### src/include/debug_bp_pkg.sv
// Constants and types shared by the breakpoint and watchpoint unit
`default_nettype none
package debug_bp_pkg;

    // ****************************************
    // Register offsets (word index)
    // ****************************************
    localparam logic [7:0] OFF_CAUSE      = 8'h15;
    localparam logic [7:0] OFF_CAUSE_DATA = 8'h16;
    localparam logic [7:0] OFF_STOP_MASK  = 8'h18;
    localparam logic [7:0] OFF_SCRATCH    = 8'h20;
    localparam logic [7:0] OFF_IB_ADDR    = 8'h30;
    localparam logic [7:0] OFF_IB_CTRL    = 8'h40;
    localparam logic [7:0] OFF_DW_ADDR1   = 8'h50;
    localparam logic [7:0] OFF_DW_ADDR2   = 8'h60;
    localparam logic [7:0] OFF_DW_CTRL    = 8'h70;
    localparam logic [7:0] OFF_RW_MASK    = 8'h80;
    localparam logic [7:0] OFF_RW_VALUE   = 8'h90;
    localparam logic [7:0] OFF_RW_CTRL    = 8'h9C;

    // ****************************************
    // Field positions and write masks
    // ****************************************
    localparam int CAUSE_CODE_LSB   = 0;
    localparam int CAUSE_THREAD_LSB = 8;
    localparam int CAUSE_INDEX_LSB  = 16;
    localparam int CTRL_EN_BIT      = 0;
    localparam int CTRL_COND_BIT    = 1;
    localparam int CTRL_LOAD_BIT    = 2;
    localparam int CTRL_THREAD_LSB  = 16;
    localparam logic [31:0] IB_CTRL_WMASK = 32'h00FF0003;
    localparam logic [31:0] DW_CTRL_WMASK = 32'h00FF0007;
    localparam logic [31:0] RW_CTRL_WMASK = 32'h00FF0003;

    // ****************************************
    // Reset values
    // ****************************************
    localparam logic [31:0] CTRL_RESET      = 32'h00000000;
    localparam logic [31:0] WORD_RESET      = 32'h00000000;
    localparam logic [7:0]  STOP_MASK_RESET = 8'h00;

    // ****************************************
    // Types
    // ****************************************
    typedef enum logic [2:0] {
        CAUSE_NONE   = 3'h0,
        CAUSE_HOST   = 3'h1,
        CAUSE_CALL   = 3'h2,
        CAUSE_IBREAK = 3'h3,
        CAUSE_DWATCH = 3'h4,
        CAUSE_RWATCH = 3'h5
    } cause_t;

    typedef enum logic [1:0] {
        ST_RUN    = 2'b01,
        ST_HALTED = 2'b10
    } dbg_state_t;

    typedef struct packed {
        logic        valid;
        logic [2:0]  thread;
        logic [31:0] pc;
    } pc_event_t;

    typedef struct packed {
        logic        valid;
        logic        isLoad;
        logic [2:0]  thread;
        logic [31:0] addr;
    } mem_event_t;

    typedef struct packed {
        logic        valid;
        logic [2:0]  thread;
        logic [31:0] resId;
    } res_event_t;

endpackage
`default_nettype wire

### src/logic/debug_breakpoint_watchpoint_unit.sv
// Breakpoint, watchpoint, cause capture and thread stop logic
//
// Behaviour
// - Cause code 1..5 recorded, reset zero
// - Unit index recorded, zero for host/call
// - Lowest-numbered simultaneous unit within a kind wins
// - Thread number recorded, zero for host
// - Data hit loads access address
// - Resource hit loads resource identifier
// - Stop mask holds threads outside debug
// - Eight scratch words shared with config
// - Four instruction breakpoints on PC condition
// - Per-thread enable field, reset zero
// - Condition bit selects PC equal/unequal
// - Bit 0 enables unit, reset off
// - Four data watchpoints, two address banks
// - Condition bit selects AND or OR
// - Load bit makes loads trigger
// - Four resource mask and value pairs
// - Condition bit selects A or B
// - Four resource control registers
`default_nettype none
module debug_breakpoint_watchpoint_unit
    import debug_bp_pkg::*;
(
    // Clock and reset
    input  wire logic        core_clk,
    input  wire logic        rst_n,
    // Register port
    input  wire logic [7:0]  regAddr,
    input  wire logic [31:0] regWdata,
    input  wire logic        regWr,
    input  wire logic        regRd,
    output var  logic [31:0] regRdata,
    // Tile configuration scratch port
    input  wire logic [2:0]  cfgAddr,
    input  wire logic [31:0] cfgWdata,
    input  wire logic        cfgWr,
    input  wire logic        cfgRd,
    output var  logic [31:0] cfgRdata,
    // Pipeline events
    input  wire pc_event_t   pcEvent,
    input  wire mem_event_t  memEvent,
    input  wire res_event_t  resEvent,
    input  wire logic        dcallValid,
    input  wire logic [2:0]  dcallThread,
    input  wire logic        hostReq,
    input  wire logic        debugReturn,
    // Debug status out
    output var  logic        debugIrq,
    output var  logic        inDebug,
    output var  logic [7:0]  threadHold
);

    // ****************************************
    // Helpers
    // ****************************************
    function automatic logic inBank4(input logic [7:0] a,
                                     input logic [7:0] base);
        inBank4 = (a[7:2] == base[7:2]);
    endfunction

    function automatic logic [1:0] lowestHit(input logic [3:0] h);
        lowestHit = h[0] ? 2'h0 : h[1] ? 2'h1 : h[2] ? 2'h2 : 2'h3;
    endfunction

    function automatic logic threadOk(input logic [31:0] ctrl,
                                      input logic [2:0]  thr);
        threadOk = ctrl[CTRL_EN_BIT] &&
                   ctrl[CTRL_THREAD_LSB + int'(thr)];
    endfunction

    // ****************************************
    // Storage
    // ****************************************
    logic [31:0] ibAddrReg  [4];
    logic [31:0] ibCtrlReg  [4];
    logic [31:0] dwAddr1Reg [4];
    logic [31:0] dwAddr2Reg [4];
    logic [31:0] dwCtrlReg  [4];
    logic [31:0] rwMaskReg  [4];
    logic [31:0] rwValueReg [4];
    logic [31:0] rwCtrlReg  [4];
    logic [31:0] scratchReg [8];
    cause_t      causeCodeReg;
    logic [7:0]  causeThreadReg;
    logic [1:0]  causeIdxReg;
    logic [31:0] causeDataReg;
    logic [7:0]  stopMaskReg;
    dbg_state_t  stateReg;
    dbg_state_t  stateNext;

    // ****************************************
    // Register decode
    // ****************************************
    wire logic       hitIbAddr  = inBank4(regAddr, OFF_IB_ADDR);
    wire logic       hitIbCtrl  = inBank4(regAddr, OFF_IB_CTRL);
    wire logic       hitDwAddr1 = inBank4(regAddr, OFF_DW_ADDR1);
    wire logic       hitDwAddr2 = inBank4(regAddr, OFF_DW_ADDR2);
    wire logic       hitDwCtrl  = inBank4(regAddr, OFF_DW_CTRL);
    wire logic       hitRwMask  = inBank4(regAddr, OFF_RW_MASK);
    wire logic       hitRwValue = inBank4(regAddr, OFF_RW_VALUE);
    wire logic       hitRwCtrl  = inBank4(regAddr, OFF_RW_CTRL);
    wire logic       hitScratch = (regAddr[7:3] == OFF_SCRATCH[7:3]);
    wire logic       hitCause   = (regAddr == OFF_CAUSE);
    wire logic       hitData    = (regAddr == OFF_CAUSE_DATA);
    wire logic       hitStop    = (regAddr == OFF_STOP_MASK);
    wire logic [1:0] bankIdx    = regAddr[1:0];
    wire logic [2:0] scrIdx     = regAddr[2:0];

    // ****************************************
    // Hit detection
    // ****************************************
    logic [3:0] ibHit;
    logic [3:0] dwHit;
    logic [3:0] rwHit;

    generate
        for (genvar i = 0; i < 4; i++) begin : g_unit
            wire logic pcEq  = (pcEvent.pc == ibAddrReg[i]);
            wire logic dwA   = (memEvent.addr == dwAddr1Reg[i]);
            wire logic dwB   = (memEvent.addr == dwAddr2Reg[i]);
            wire logic dwCnd = dwCtrlReg[i][CTRL_COND_BIT] ?
                               (dwA | dwB) : (dwA & dwB);
            wire logic dwDir = (memEvent.isLoad ==
                                dwCtrlReg[i][CTRL_LOAD_BIT]);
            wire logic rwA   = ((resEvent.resId & rwMaskReg[i]) ==
                                rwValueReg[i]);
            wire logic rwB   = (resEvent.resId == rwValueReg[i]);
            wire logic rwCnd = rwCtrlReg[i][CTRL_COND_BIT] ? rwB : rwA;
            assign ibHit[i] = pcEvent.valid &&
                              threadOk(ibCtrlReg[i], pcEvent.thread) &&
                              (pcEq ^ ibCtrlReg[i][CTRL_COND_BIT]);
            assign dwHit[i] = memEvent.valid && dwCnd && dwDir &&
                              threadOk(dwCtrlReg[i], memEvent.thread);
            assign rwHit[i] = resEvent.valid &&
                              threadOk(rwCtrlReg[i], resEvent.thread) &&
                              rwCnd;
        end
    endgenerate

    // ****************************************
    // Cause selection
    // ****************************************
    // Kinds are ranked by cause code; within a kind the lowest unit wins
    wire logic   anyIb   = |ibHit;
    wire logic   anyDw   = |dwHit;
    wire logic   anyRw   = |rwHit;
    wire logic   evAny   = hostReq | dcallValid | anyIb | anyDw | anyRw;
    wire logic   evTake  = evAny && (stateReg == ST_RUN);
    wire cause_t newCode = hostReq    ? CAUSE_HOST   :
                           dcallValid ? CAUSE_CALL   :
                           anyIb      ? CAUSE_IBREAK :
                           anyDw      ? CAUSE_DWATCH : CAUSE_RWATCH;
    wire logic [2:0] newThr = hostReq    ? 3'h0 :
                              dcallValid ? dcallThread :
                              anyIb      ? pcEvent.thread :
                              anyDw      ? memEvent.thread :
                                           resEvent.thread;
    wire logic [1:0] newIdx = (hostReq | dcallValid) ? 2'h0 :
                              anyIb ? lowestHit(ibHit) :
                              anyDw ? lowestHit(dwHit) :
                                      lowestHit(rwHit);
    wire logic [31:0] newData =
        (newCode == CAUSE_DWATCH) ? memEvent.addr  :
        (newCode == CAUSE_RWATCH) ? resEvent.resId : causeDataReg;

    // ****************************************
    // Debug state
    // ****************************************
    // Events while halted are dropped so the captured cause stays intact
    always_comb begin
        case (stateReg)
            ST_RUN:    stateNext = evAny ? ST_HALTED : ST_RUN;
            ST_HALTED: stateNext = debugReturn ? ST_RUN : ST_HALTED;
            default:   stateNext = ST_RUN;
        endcase
    end

    always_ff @(posedge core_clk or negedge rst_n) begin
        if (!rst_n) begin
            stateReg   <= ST_RUN;
            debugIrq   <= 1'b0;
            inDebug    <= 1'b0;
            threadHold <= 8'h00;
        end else begin
            stateReg   <= stateNext;
            debugIrq   <= evTake;
            inDebug    <= (stateNext == ST_HALTED);
            threadHold <= (stateNext == ST_RUN) ? stopMaskReg : 8'h00;
        end
    end

    // ****************************************
    // Cause registers
    // ****************************************
    // A captured event wins over a software write in the same cycle
    always_ff @(posedge core_clk or negedge rst_n) begin
        if (!rst_n) begin
            causeCodeReg   <= CAUSE_NONE;
            causeThreadReg <= 8'h00;
            causeIdxReg    <= 2'h0;
            causeDataReg   <= WORD_RESET;
            stopMaskReg    <= STOP_MASK_RESET;
        end else begin
            if (evTake) begin
                causeCodeReg   <= newCode;
                causeThreadReg <= {5'h00, newThr};
                causeIdxReg    <= newIdx;
            end else if (regWr && hitCause) begin
                causeCodeReg   <= cause_t'(regWdata[CAUSE_CODE_LSB +: 3]);
                causeThreadReg <= regWdata[CAUSE_THREAD_LSB +: 8];
                causeIdxReg    <= regWdata[CAUSE_INDEX_LSB +: 2];
            end
            if (evTake)
                causeDataReg <= newData;
            else if (regWr && hitData)
                causeDataReg <= regWdata;
            if (regWr && hitStop)
                stopMaskReg <= regWdata[7:0];
        end
    end

    // ****************************************
    // Banks and scratch
    // ****************************************
    generate
        for (genvar i = 0; i < 4; i++) begin : g_bank
            wire logic wrSel = regWr && (bankIdx == 2'(i));
            always_ff @(posedge core_clk or negedge rst_n) begin
                if (!rst_n) begin
                    ibAddrReg[i]  <= WORD_RESET;
                    ibCtrlReg[i]  <= CTRL_RESET;
                    dwAddr1Reg[i] <= WORD_RESET;
                    dwAddr2Reg[i] <= WORD_RESET;
                    dwCtrlReg[i]  <= CTRL_RESET;
                    rwMaskReg[i]  <= WORD_RESET;
                    rwValueReg[i] <= WORD_RESET;
                    rwCtrlReg[i]  <= CTRL_RESET;
                end else if (wrSel) begin
                    if (hitIbAddr)  ibAddrReg[i]  <= regWdata;
                    if (hitIbCtrl)  ibCtrlReg[i]  <= regWdata & IB_CTRL_WMASK;
                    if (hitDwAddr1) dwAddr1Reg[i] <= regWdata;
                    if (hitDwAddr2) dwAddr2Reg[i] <= regWdata;
                    if (hitDwCtrl)  dwCtrlReg[i]  <= regWdata & DW_CTRL_WMASK;
                    if (hitRwMask)  rwMaskReg[i]  <= regWdata;
                    if (hitRwValue) rwValueReg[i] <= regWdata;
                    if (hitRwCtrl)  rwCtrlReg[i]  <= regWdata & RW_CTRL_WMASK;
                end
            end
        end
        // One storage, two ports; the register port wins a same-word clash
        for (genvar s = 0; s < 8; s++) begin : g_scratch
            wire logic regSel = regWr && hitScratch && (scrIdx == 3'(s));
            wire logic cfgSel = cfgWr && (cfgAddr == 3'(s));
            always_ff @(posedge core_clk or negedge rst_n) begin
                if (!rst_n)
                    scratchReg[s] <= WORD_RESET;
                else if (regSel)
                    scratchReg[s] <= regWdata;
                else if (cfgSel)
                    scratchReg[s] <= cfgWdata;
            end
        end
    endgenerate

    // ****************************************
    // Read path
    // ****************************************
    wire logic [31:0] causeWord = {14'h0000, causeIdxReg, causeThreadReg,
                                   5'h00, causeCodeReg};
    wire logic [31:0] readMux =
        hitCause   ? causeWord :
        hitData    ? causeDataReg :
        hitStop    ? {24'h000000, stopMaskReg} :
        hitScratch ? scratchReg[scrIdx] :
        hitIbAddr  ? ibAddrReg[bankIdx] :
        hitIbCtrl  ? ibCtrlReg[bankIdx] :
        hitDwAddr1 ? dwAddr1Reg[bankIdx] :
        hitDwAddr2 ? dwAddr2Reg[bankIdx] :
        hitDwCtrl  ? dwCtrlReg[bankIdx] :
        hitRwMask  ? rwMaskReg[bankIdx] :
        hitRwValue ? rwValueReg[bankIdx] :
        hitRwCtrl  ? rwCtrlReg[bankIdx] : 32'h00000000;

    // Read data stand for the one cycle after the strobe, zero otherwise
    always_ff @(posedge core_clk or negedge rst_n) begin
        if (!rst_n) begin
            regRdata <= 32'h00000000;
            cfgRdata <= 32'h00000000;
        end else begin
            regRdata <= regRd ? readMux : 32'h00000000;
            cfgRdata <= cfgRd ? scratchReg[cfgAddr] : 32'h00000000;
        end
    end
endmodule
`default_nettype wire

### config.mk
export PLATFORM = sky130hd
export DESIGN_NAME = debug_breakpoint_watchpoint_unit
export DESIGN_NICKNAME = d
export VERILOG_FILES = /design/src/include/debug_bp_pkg.sv /design/src/logic/debug_breakpoint_watchpoint_unit.sv
export SDC_FILE = /design/constraint.sdc
export NUM_CORES = 2
export LEC_CHECK = 0
export CORE_MARGIN = 10
export CORE_UTILIZATION = 70
export CTS_CLUSTER_DIAMETER = 200
export DETAILED_ROUTE_END_ITERATION = 8
export DONT_BUFFER_PORTS = 1
export PLACE_DENSITY_LB_ADDON = 0.1
export SLEW_MARGIN = 20
export SYNTH_ARGS = -nofsm -noshare
export SYNTH_HDL_FRONTEND = slang
export SYNTH_SLANG_ARGS = --single-unit
### constraint.sdc
create_clock -name core_clk -period 6.6 [get_ports core_clk]
set_clock_uncertainty 0.05 [all_clocks]
set_input_delay 0.99 -clock core_clk [delete_from_list [all_inputs] [get_ports core_clk]]
set_output_delay 0.99 -clock core_clk [all_outputs]
set_load 0.05 [all_outputs]
# After elaboration in Yosys (flattened, before gate mapping)
# Cells that the tools add are included.
[op_classes] addsub=3 mul=0 n_div=0 magnitude_cmp=6 n_eq_ne=60 shifts=0 n_mux=138 n_bitwise=23 n_reduce_logical=114
[op_table] op="two-way mux 32 bit" count=54
[op_table] op="equality test 32 bit" count=20
[op_table] op="binary-select mux 32 bit (select 2 bit)" count=8
[op_table] op="binary-select mux 32 bit (select 3 bit)" count=2
[op_table] op="bitwise AND 32 bit" count=4
[op_table] op="AND reduction 2 bit" count=33
[op_table] op="logical AND 1 bit" count=65
[op_table] op="binary-select mux 1 bit (select 5 bit)" count=12
[op_table] op="two-way mux 1 bit" count=36
[op_table] op="equality test 3 bit, second input constant" count=10
[op_table] op="two-way mux 3 bit" count=9
[op_table] op="two-way mux 2 bit" count=13
[op_table] op="equality test 6 x 5 -> 1 bit, second input constant" count=4
[op_table] op="equality test 8 x 5 -> 1 bit, second input constant" count=3
[op_table] op="two-way mux 8 bit" count=3
[op_table] op="nonzero test 2 bit" count=10
[op_table] op="adder 5 x 3 -> 6 bit, first input constant" count=3
[op_table] op="equality test 6 bit, second input constant" count=3
[op_table] op="less-than comparator 6 bit, second input constant" count=3
[op_table] op="equality test 3 x 2 -> 1 bit, second input constant" count=4
[op_table] op="OR reduction 4 bit" count=3
[op_table] op="equality test 2 bit, second input constant" count=4
[op_table] op="greater-or-equal comparator 4 bit, second input constant" count=2
[op_table] op="NOT 3 -> 4 bit" count=2
[op_table] op="other kinds (14)" count=34
[totals] register_bits=1149 latchBits=0 mem_bits_rw=0 romBits=0 input_bits=196 elab_cells=395 memories=0

# Depth between registers and ports, before layout
[depth] word_depth=17 depth_mapped=14 depth_no_buf=10

# Worst setup path after synthesis
# No wires, ideal clock.
[synth_timing] kind="input -> register" start="input memEvent[11] (netlist name)" end="register causeDataReg[10]" t_arrival_ns=3.683 required_time_ns=6.425 setup_slack_ns=2.743 path_stages=12 n_path_buf=3 path_cell_list="buf_2 xnor2_1 nand4_1 nor4_1 nand4_1 a2111oi_0 or4_1 buf_2 o21ai_1 a21oi_2 buf_2 mux2_2"
[synth_between] elab_chain_len=14 word_cells_on_any_way=47 classes_between="11 x eq/ne; 10 x mux; 10 x bitwise; 16 x reduce/logical"
[synth_lines] element="from (decl)" line_no="debug_breakpoint_watchpoint_unit.sv:43" text="input wire mem_event_t memEvent,"
[synth_lines] element="equality test 32 bit (on tied branches)" line_no="debug_breakpoint_watchpoint_unit.sv:121, debug_breakpoint_watchpoint_unit.sv:122"
[synth_lines] element="bitwise AND 1 bit / bitwise OR 1 bit (equally long branches)" line_no="debug_breakpoint_watchpoint_unit.sv:124" text="(dwA | dwB) : (dwA & dwB);"
[synth_lines] element="two-way mux 1 bit" line_no="debug_breakpoint_watchpoint_unit.sv:123" text="wire logic dwCnd = dwCtrlReg[i][CTRL_COND_BIT] ?"
[synth_lines] element="logical AND 1 bit (3 in a row)" line_no="debug_breakpoint_watchpoint_unit.sv:134" text="assign dwHit[i] = memEvent.valid && dwCnd && dwDir &&"
[synth_lines] element="OR reduction 4 bit (*)" line_no="debug_breakpoint_watchpoint_unit.sv:147" text="wire logic anyDw = |dwHit;"
[synth_lines] element="two-way mux 1 bit" line_no="debug_breakpoint_watchpoint_unit.sv:154" text="anyDw ? CAUSE_DWATCH : CAUSE_RWATCH;"
[synth_lines] element="two-way mux 3 bit" line_no="debug_breakpoint_watchpoint_unit.sv:153" text="anyIb ? CAUSE_IBREAK :"
[synth_lines] element="two-way mux 3 bit" line_no="debug_breakpoint_watchpoint_unit.sv:152" text="dcallValid ? CAUSE_CALL :"
[synth_lines] element="two-way mux 3 bit" line_no="debug_breakpoint_watchpoint_unit.sv:151" text="wire cause_t newCode = hostReq ? CAUSE_HOST :"
[synth_lines] element="equality test 3 bit (on tied branches)" line_no="debug_breakpoint_watchpoint_unit.sv:165, debug_breakpoint_watchpoint_unit.sv:166"
[synth_lines] element="!= test 3 x 1 -> 1 bit (no source line) / two-way mux 32 bit (equally long branches)"
[synth_lines] element="AND reduction 2 bit (no source line) / two-way mux 32 bit (equally long branches)"
[synth_lines] element="to (signal assigned)" line_no="debug_breakpoint_watchpoint_unit.sv:216" text="causeDataReg <= newData;"
[synth_lines] element="to (signal assigned)" line_no="debug_breakpoint_watchpoint_unit.sv:218" text="causeDataReg <= regWdata;"
[synth_lines] element="to (decl)" line_no="debug_breakpoint_watchpoint_unit.sv:88" text="logic [31:0] causeDataReg;"
# Every way passes the cells marked *; elsewhere a longest branch is shown, timed or not.
# A chain may end at the register's enable or synchronous reset.

# Worst setup path in the final report
[layout_timing] start="register dwAddr2Reg[89] (netlist name)" end="register causeDataReg[31]"
[layout_between] elab_chain_len=14 word_cells_on_any_way=22 classes_between="4 x eq/ne; 7 x mux; 4 x bitwise; 7 x reduce/logical"
[layout_lines] element="from (decl)" line_no="debug_breakpoint_watchpoint_unit.sv:79" text="logic [31:0] dwAddr2Reg [4];"
[layout_lines] element="from (signal, indexed assignment)" line_no="debug_breakpoint_watchpoint_unit.sv:244" text="if (hitDwAddr2) dwAddr2Reg[i] <= regWdata;"
[layout_lines] element="equality test 32 bit (*)" line_no="debug_breakpoint_watchpoint_unit.sv:122" text="wire logic dwB = (memEvent.addr == dwAddr2Reg[i]);"
[layout_lines] element="bitwise AND 1 bit / bitwise OR 1 bit (equally long branches)" line_no="debug_breakpoint_watchpoint_unit.sv:124"
[layout_lines] element="two-way mux 1 bit (*)" line_no="debug_breakpoint_watchpoint_unit.sv:123"
[layout_lines] element="logical AND 1 bit (*) (3 in a row)" line_no="debug_breakpoint_watchpoint_unit.sv:134"
[layout_lines] element="OR reduction 4 bit (*)" line_no="debug_breakpoint_watchpoint_unit.sv:147"
[layout_lines] element="two-way mux 1 bit" line_no="debug_breakpoint_watchpoint_unit.sv:154"
[layout_lines] element="two-way mux 3 bit" line_no="debug_breakpoint_watchpoint_unit.sv:153"
[layout_lines] element="two-way mux 3 bit" line_no="debug_breakpoint_watchpoint_unit.sv:152"
[layout_lines] element="two-way mux 3 bit" line_no="debug_breakpoint_watchpoint_unit.sv:151"
[layout_lines] element="equality test 3 bit (on tied branches)" line_no="debug_breakpoint_watchpoint_unit.sv:165, debug_breakpoint_watchpoint_unit.sv:166"
[layout_lines] element="!= test 3 x 1 -> 1 bit (no source line) / two-way mux 32 bit (equally long branches)"
[layout_lines] element="AND reduction 2 bit (no source line) / two-way mux 32 bit (equally long branches)"
# Marked as above.

==> tab_implementation.tex <==
\begin{tabular}{lr}
\hline
Metric & Value \\
\hline
\multicolumn{2}{l}{\textbf{GRT}} \\
First-pass GRT wire length & about 330 mm \\
Number of global-route vias before repair & approximately 46,000 \\
Pin count of the biggest net entering global routing & about 1,200 \\
Initial antenna violation count & 11 \\
Total global routing overflow & 0 \\
Gr usage total & 44.4\% \\
\multicolumn{2}{l}{\textbf{Cells and area}} \\
Fill count & roughly 5,700 \\
Number of antenna diodes & 0 \\
Area added between synthesis and finish & 7.24\% \\
Number of nets in the finished design & slightly above 5,000 \\
Fraction of final layout cells sized beyond drive strength 1 & 30.2\% \\
Number of non-filler instances in the completed layout & slightly above 6,000 \\
Fraction of the core area covered by cells at the end of the flow & between 70 and 80\% \\
\multicolumn{2}{l}{\textbf{STA}} \\
Crit share post-route & 78.3\% \\
Final worst hold slack & between 0.1 and 0.15 ns \\
Setup repair after global routing missed its margin & false \\
Final critical delay including setup and external delays & a little over 5 ns \\
Worst slew margin relative to its limit & between 10\% and 20\% \\
Fmax & 193 MHz \\
Fin Setup TNS & 0 ns \\
Final Hold Fails & 0 \\
Actual slew at the worst max-slew pin & 1.27 ns \\
Number of failing setup endpoints in the final timing report & 0 \\
Final-report max-slew violation count & 0 \\
\multicolumn{2}{l}{\textbf{Floorplanning}} \\
Chip height & roughly 320 um \\
Total I/O pin count & 270 \\
Standard-cell rows & 110 \\
Starting density of the core & slightly above 70\% \\
Core Area & approximately 0.09 sq mm \\
Floorplan die area & 0.104 sq mm \\
Die X & between 300 and 400 um \\
\multicolumn{2}{l}{\textbf{Clocking}} \\
Bufs on Longest Clock Path & 3 \\
Count of cells resized by post-cts repair & 0 \\
CTS sink cnt & around 1,100 \\
H-tree levels & 3 \\
Clk pin slew, worst setup/hold paths & approximately 0.070 ns \\
Clock insertion delay at the later pin of the skew report & roughly 0.75 ns \\
Total CTS buffers & between 100 and 150 \\
Root cell of the clock tree & clkbuf\_16 \\
Number of buffers added for setup after CTS & 0 \\
CTS tree & built \\
\multicolumn{2}{l}{\textbf{Worst setup path}} \\
Nature of the critical path endpoint & flop \\
Endpoint arrival time on the critical path & 5.74 ns \\
Crit start category & flop \\
Critical-path maximum fanout & 48 \\
Endpoint required time on the critical path & 7.17 ns \\
Class of the most critical setup path & reg -> reg \\
\multicolumn{2}{l}{\textbf{Route}} \\
Average wire per standard cell & 37.4 um \\
Remaining number of nets flagged by the antenna check after routing & 0 \\
Vias per cell & 7.65 \\
Detailed-routing iteration count for the pre-antenna-repair pass & 6 \\
Initial DRC Count & slightly below 8,000 \\
Routed vias & roughly 47,000 \\
Post-Route WL & 232 mm \\
Remaining routing DRC violations & 0 \\
\multicolumn{2}{l}{\textbf{Yosys}} \\
Number of distinct library cells after synthesis & between 60 and 70 \\
Ys async rst share & 100\% \\
Total nets after synthesis & 5,416 \\
Proportion of netlist area held by the largest area contributor & 45.0\% \\
Largest area contributor in the synthesized netlist & dfrtp\_1 \\
Top area cells in the synthesized netlist & dfrtp\_1 (45\%), mux2\_2 (14\%), mux4\_2 (12\%) \\
Cell count after synthesis & approximately 5,200 \\
FF+latch count, synth & 1,149 \\
Average cell area after synthesis & between 10 and 15 sq um \\
Most frequently used flop master after synthesis & dfrtp\_1 \\
Post-synth EDFFs & 0 \\
Sequential cell area fraction in the yosys report & between 40\% and 50\% \\
Number of warnings printed during yosys synthesis & 0 \\
Post-synthesis cell area & 0.0638 sq mm \\
\multicolumn{2}{l}{\textbf{Power}} \\
Leakage & 30.4 nW \\
Cell area power density & roughly 270 mW/mm\^{}2 \\
Post-layout power & between 15 and 20 mW \\
Max IR drop VDD & 0.285 mV \\
\multicolumn{2}{l}{\textbf{Hold path}} \\
Tightest Hold Check Type & in -> async \\
\multicolumn{2}{l}{\textbf{Placement}} \\
\# placed instances & around 6,000 \\
Global placement routability congestion & roughly 1.1 \\
Count of input and output buffers & 0 \\
DPL Wire Length & $\sim$160 mm \\
\multicolumn{2}{l}{\textbf{Run}} \\
Number of max-capacitance violations reported & 0 \\
\multicolumn{2}{l}{\textbf{Outcome}} \\
Outcome & finished, final reports clean \\
\hline
\end{tabular}
## report_power, final
part	internal, mW	switching, mW
Clock	4.12	2.96
Combinational	1.40	1.32
Sequential	7.73	0.777
## kinds of logic after synthesis
kind of cell | after synthesis | share of synthesized area [%]
buffers and inverters | 510 | 3.18
AND/OR/NAND/NOR | 847 | 6.50
multiplexers | 1492 | 31.6
XOR/XNOR | 516 | 7.08
flip-flops | 1149 | 45.1
adder cells (fa/ha/maj) | 2 | 0.0392
AO/OA/AOI/OAI | 702 | 6.52
## layer usage
metal  GRT usage, %  up-vias  share of wire, %
met3           21.0      640                16
met5           1.40        -              0.13
met1           59.2    24522                37
met4           19.4       14               5.7
met2           61.2     3676                41
li1               -    18576                 -
## cells in the final DEF (no fill, tap or decap), types with 52 or more instances in the layout
cell          n
nand2_1     114
buf_4        64
nor4_1       52
dfrtp_1    1144
a21oi_1     254
a22oi_1      55
o21ai_0     210
mux2i_1     341
nand4_1     153
nor2_1      299
mux4_2      338
xnor2_1     292
nand3_1      70
clkbuf_16   121
xor2_1      224
mux2_2      813
## cell type report
class / count / area (sq um) / share of cell area [%]
multi-input combinational: 3559 / 33300 / 48.6
inverter: 15 / 56.3 / 0.0823
sequential: 1149 / 28800 / 42.0
timing repair buffer: 77 / 808 / 1.18
clock inverter: 50 / 603 / 0.881
clock buffer: 170 / 3480 / 5.09
tap: 1176 / 1470 / 2.15
## final timing paths
kind / from / end / slack (ns) / depth (start not counted)
setup reg to reg: dwAddr2Reg[89] / causeDataReg[31] / 1.43 / 11
max in group asynchronous: rst_n / scratchReg[222] / 3.91 / 3
setup / recovery: dwAddr2Reg[89] / causeDataReg[31] / 1.43 / 11
hold reg to reg: causeDataReg[11] / causeDataReg[11] / 0.46 / 1
min in group core_clk: regWdata[8] / scratchReg[232] / 0.34 / 2
hold / removal: rst_n / ibAddrReg[106] / 0.11 / 1
## cells in the mapped netlist (3+ instances only)
master	n
o41ai_1	32
a221o_1	8
clkbuf_1	315
mux2i_1	341
or4_1	4
nand3_1	74
a211oi_1	6
mux2_2	813
a22o_1	12
nor2b_1	47
nand2_1	120
nand2b_1	3
a221oi_1	14
nor4_1	55
inv_1	13
o21ai_0	210
nand3b_1	4
mux4_2	338
buf_2	76
or2_2	36
a2111oi_0	5
a21oi_1	254
and3_1	5
nand4_1	153
o21a_1	13
o31ai_1	3
xnor2_1	292
o211ai_1	6
a31oi_1	48
o22ai_1	16
buf_4	4
o21ai_1	3
nor2_1	311
nor3b_1	5
dfrtp_1	1148
nand4b_1	4
nor3_1	17
a31o_2	3
xor2_1	224
buf_1	99
a22oi_1	55
a211o_1	3
## sequential cells by signal, summed over array words and instances, names as in the netlist
register        cells
causeCodeReg        3
causeDataReg       32
causeIdxReg         2
causeThreadReg      8
cfgRdata           32
debugIrq            1
dwAddr1Reg        128
dwAddr2Reg        128
dwCtrlReg          44
ibAddrReg         128
ibCtrlReg          40
inDebug             1
regRdata           32
rwCtrlReg          40
rwMaskReg         128
rwValueReg        128
scratchReg        256
stateReg            2
stopMaskReg         8
threadHold          8
## critical path, cell delays in order, from the launching register on
cell       delay (ns)
dfrtp_1          0.47
xnor2_1          0.18
nand4_1          0.18
nor4_1           0.70
a31oi_1          0.22
a2111oi_0        0.87
or4_2            0.28
buf_4            0.52
o31ai_4          0.23
inv_2            0.75
a31oi_1          0.21
mux2_2           0.32
## stage by stage
| stage | setup WS (ns) | area (sq um) |
|---|---|---|
| after floorplan | 2.74 | 63800 |
| after global placement | 1.34 | 64000 |
| after detailed placement | 1.27 | 64100 |
| after CTS | 1.74 | 68100 |
| after global routing | 1.35 | 68400 |
| final | 1.43 | 68400 |
No activity file was read; power rests on OpenSTA's default activity.
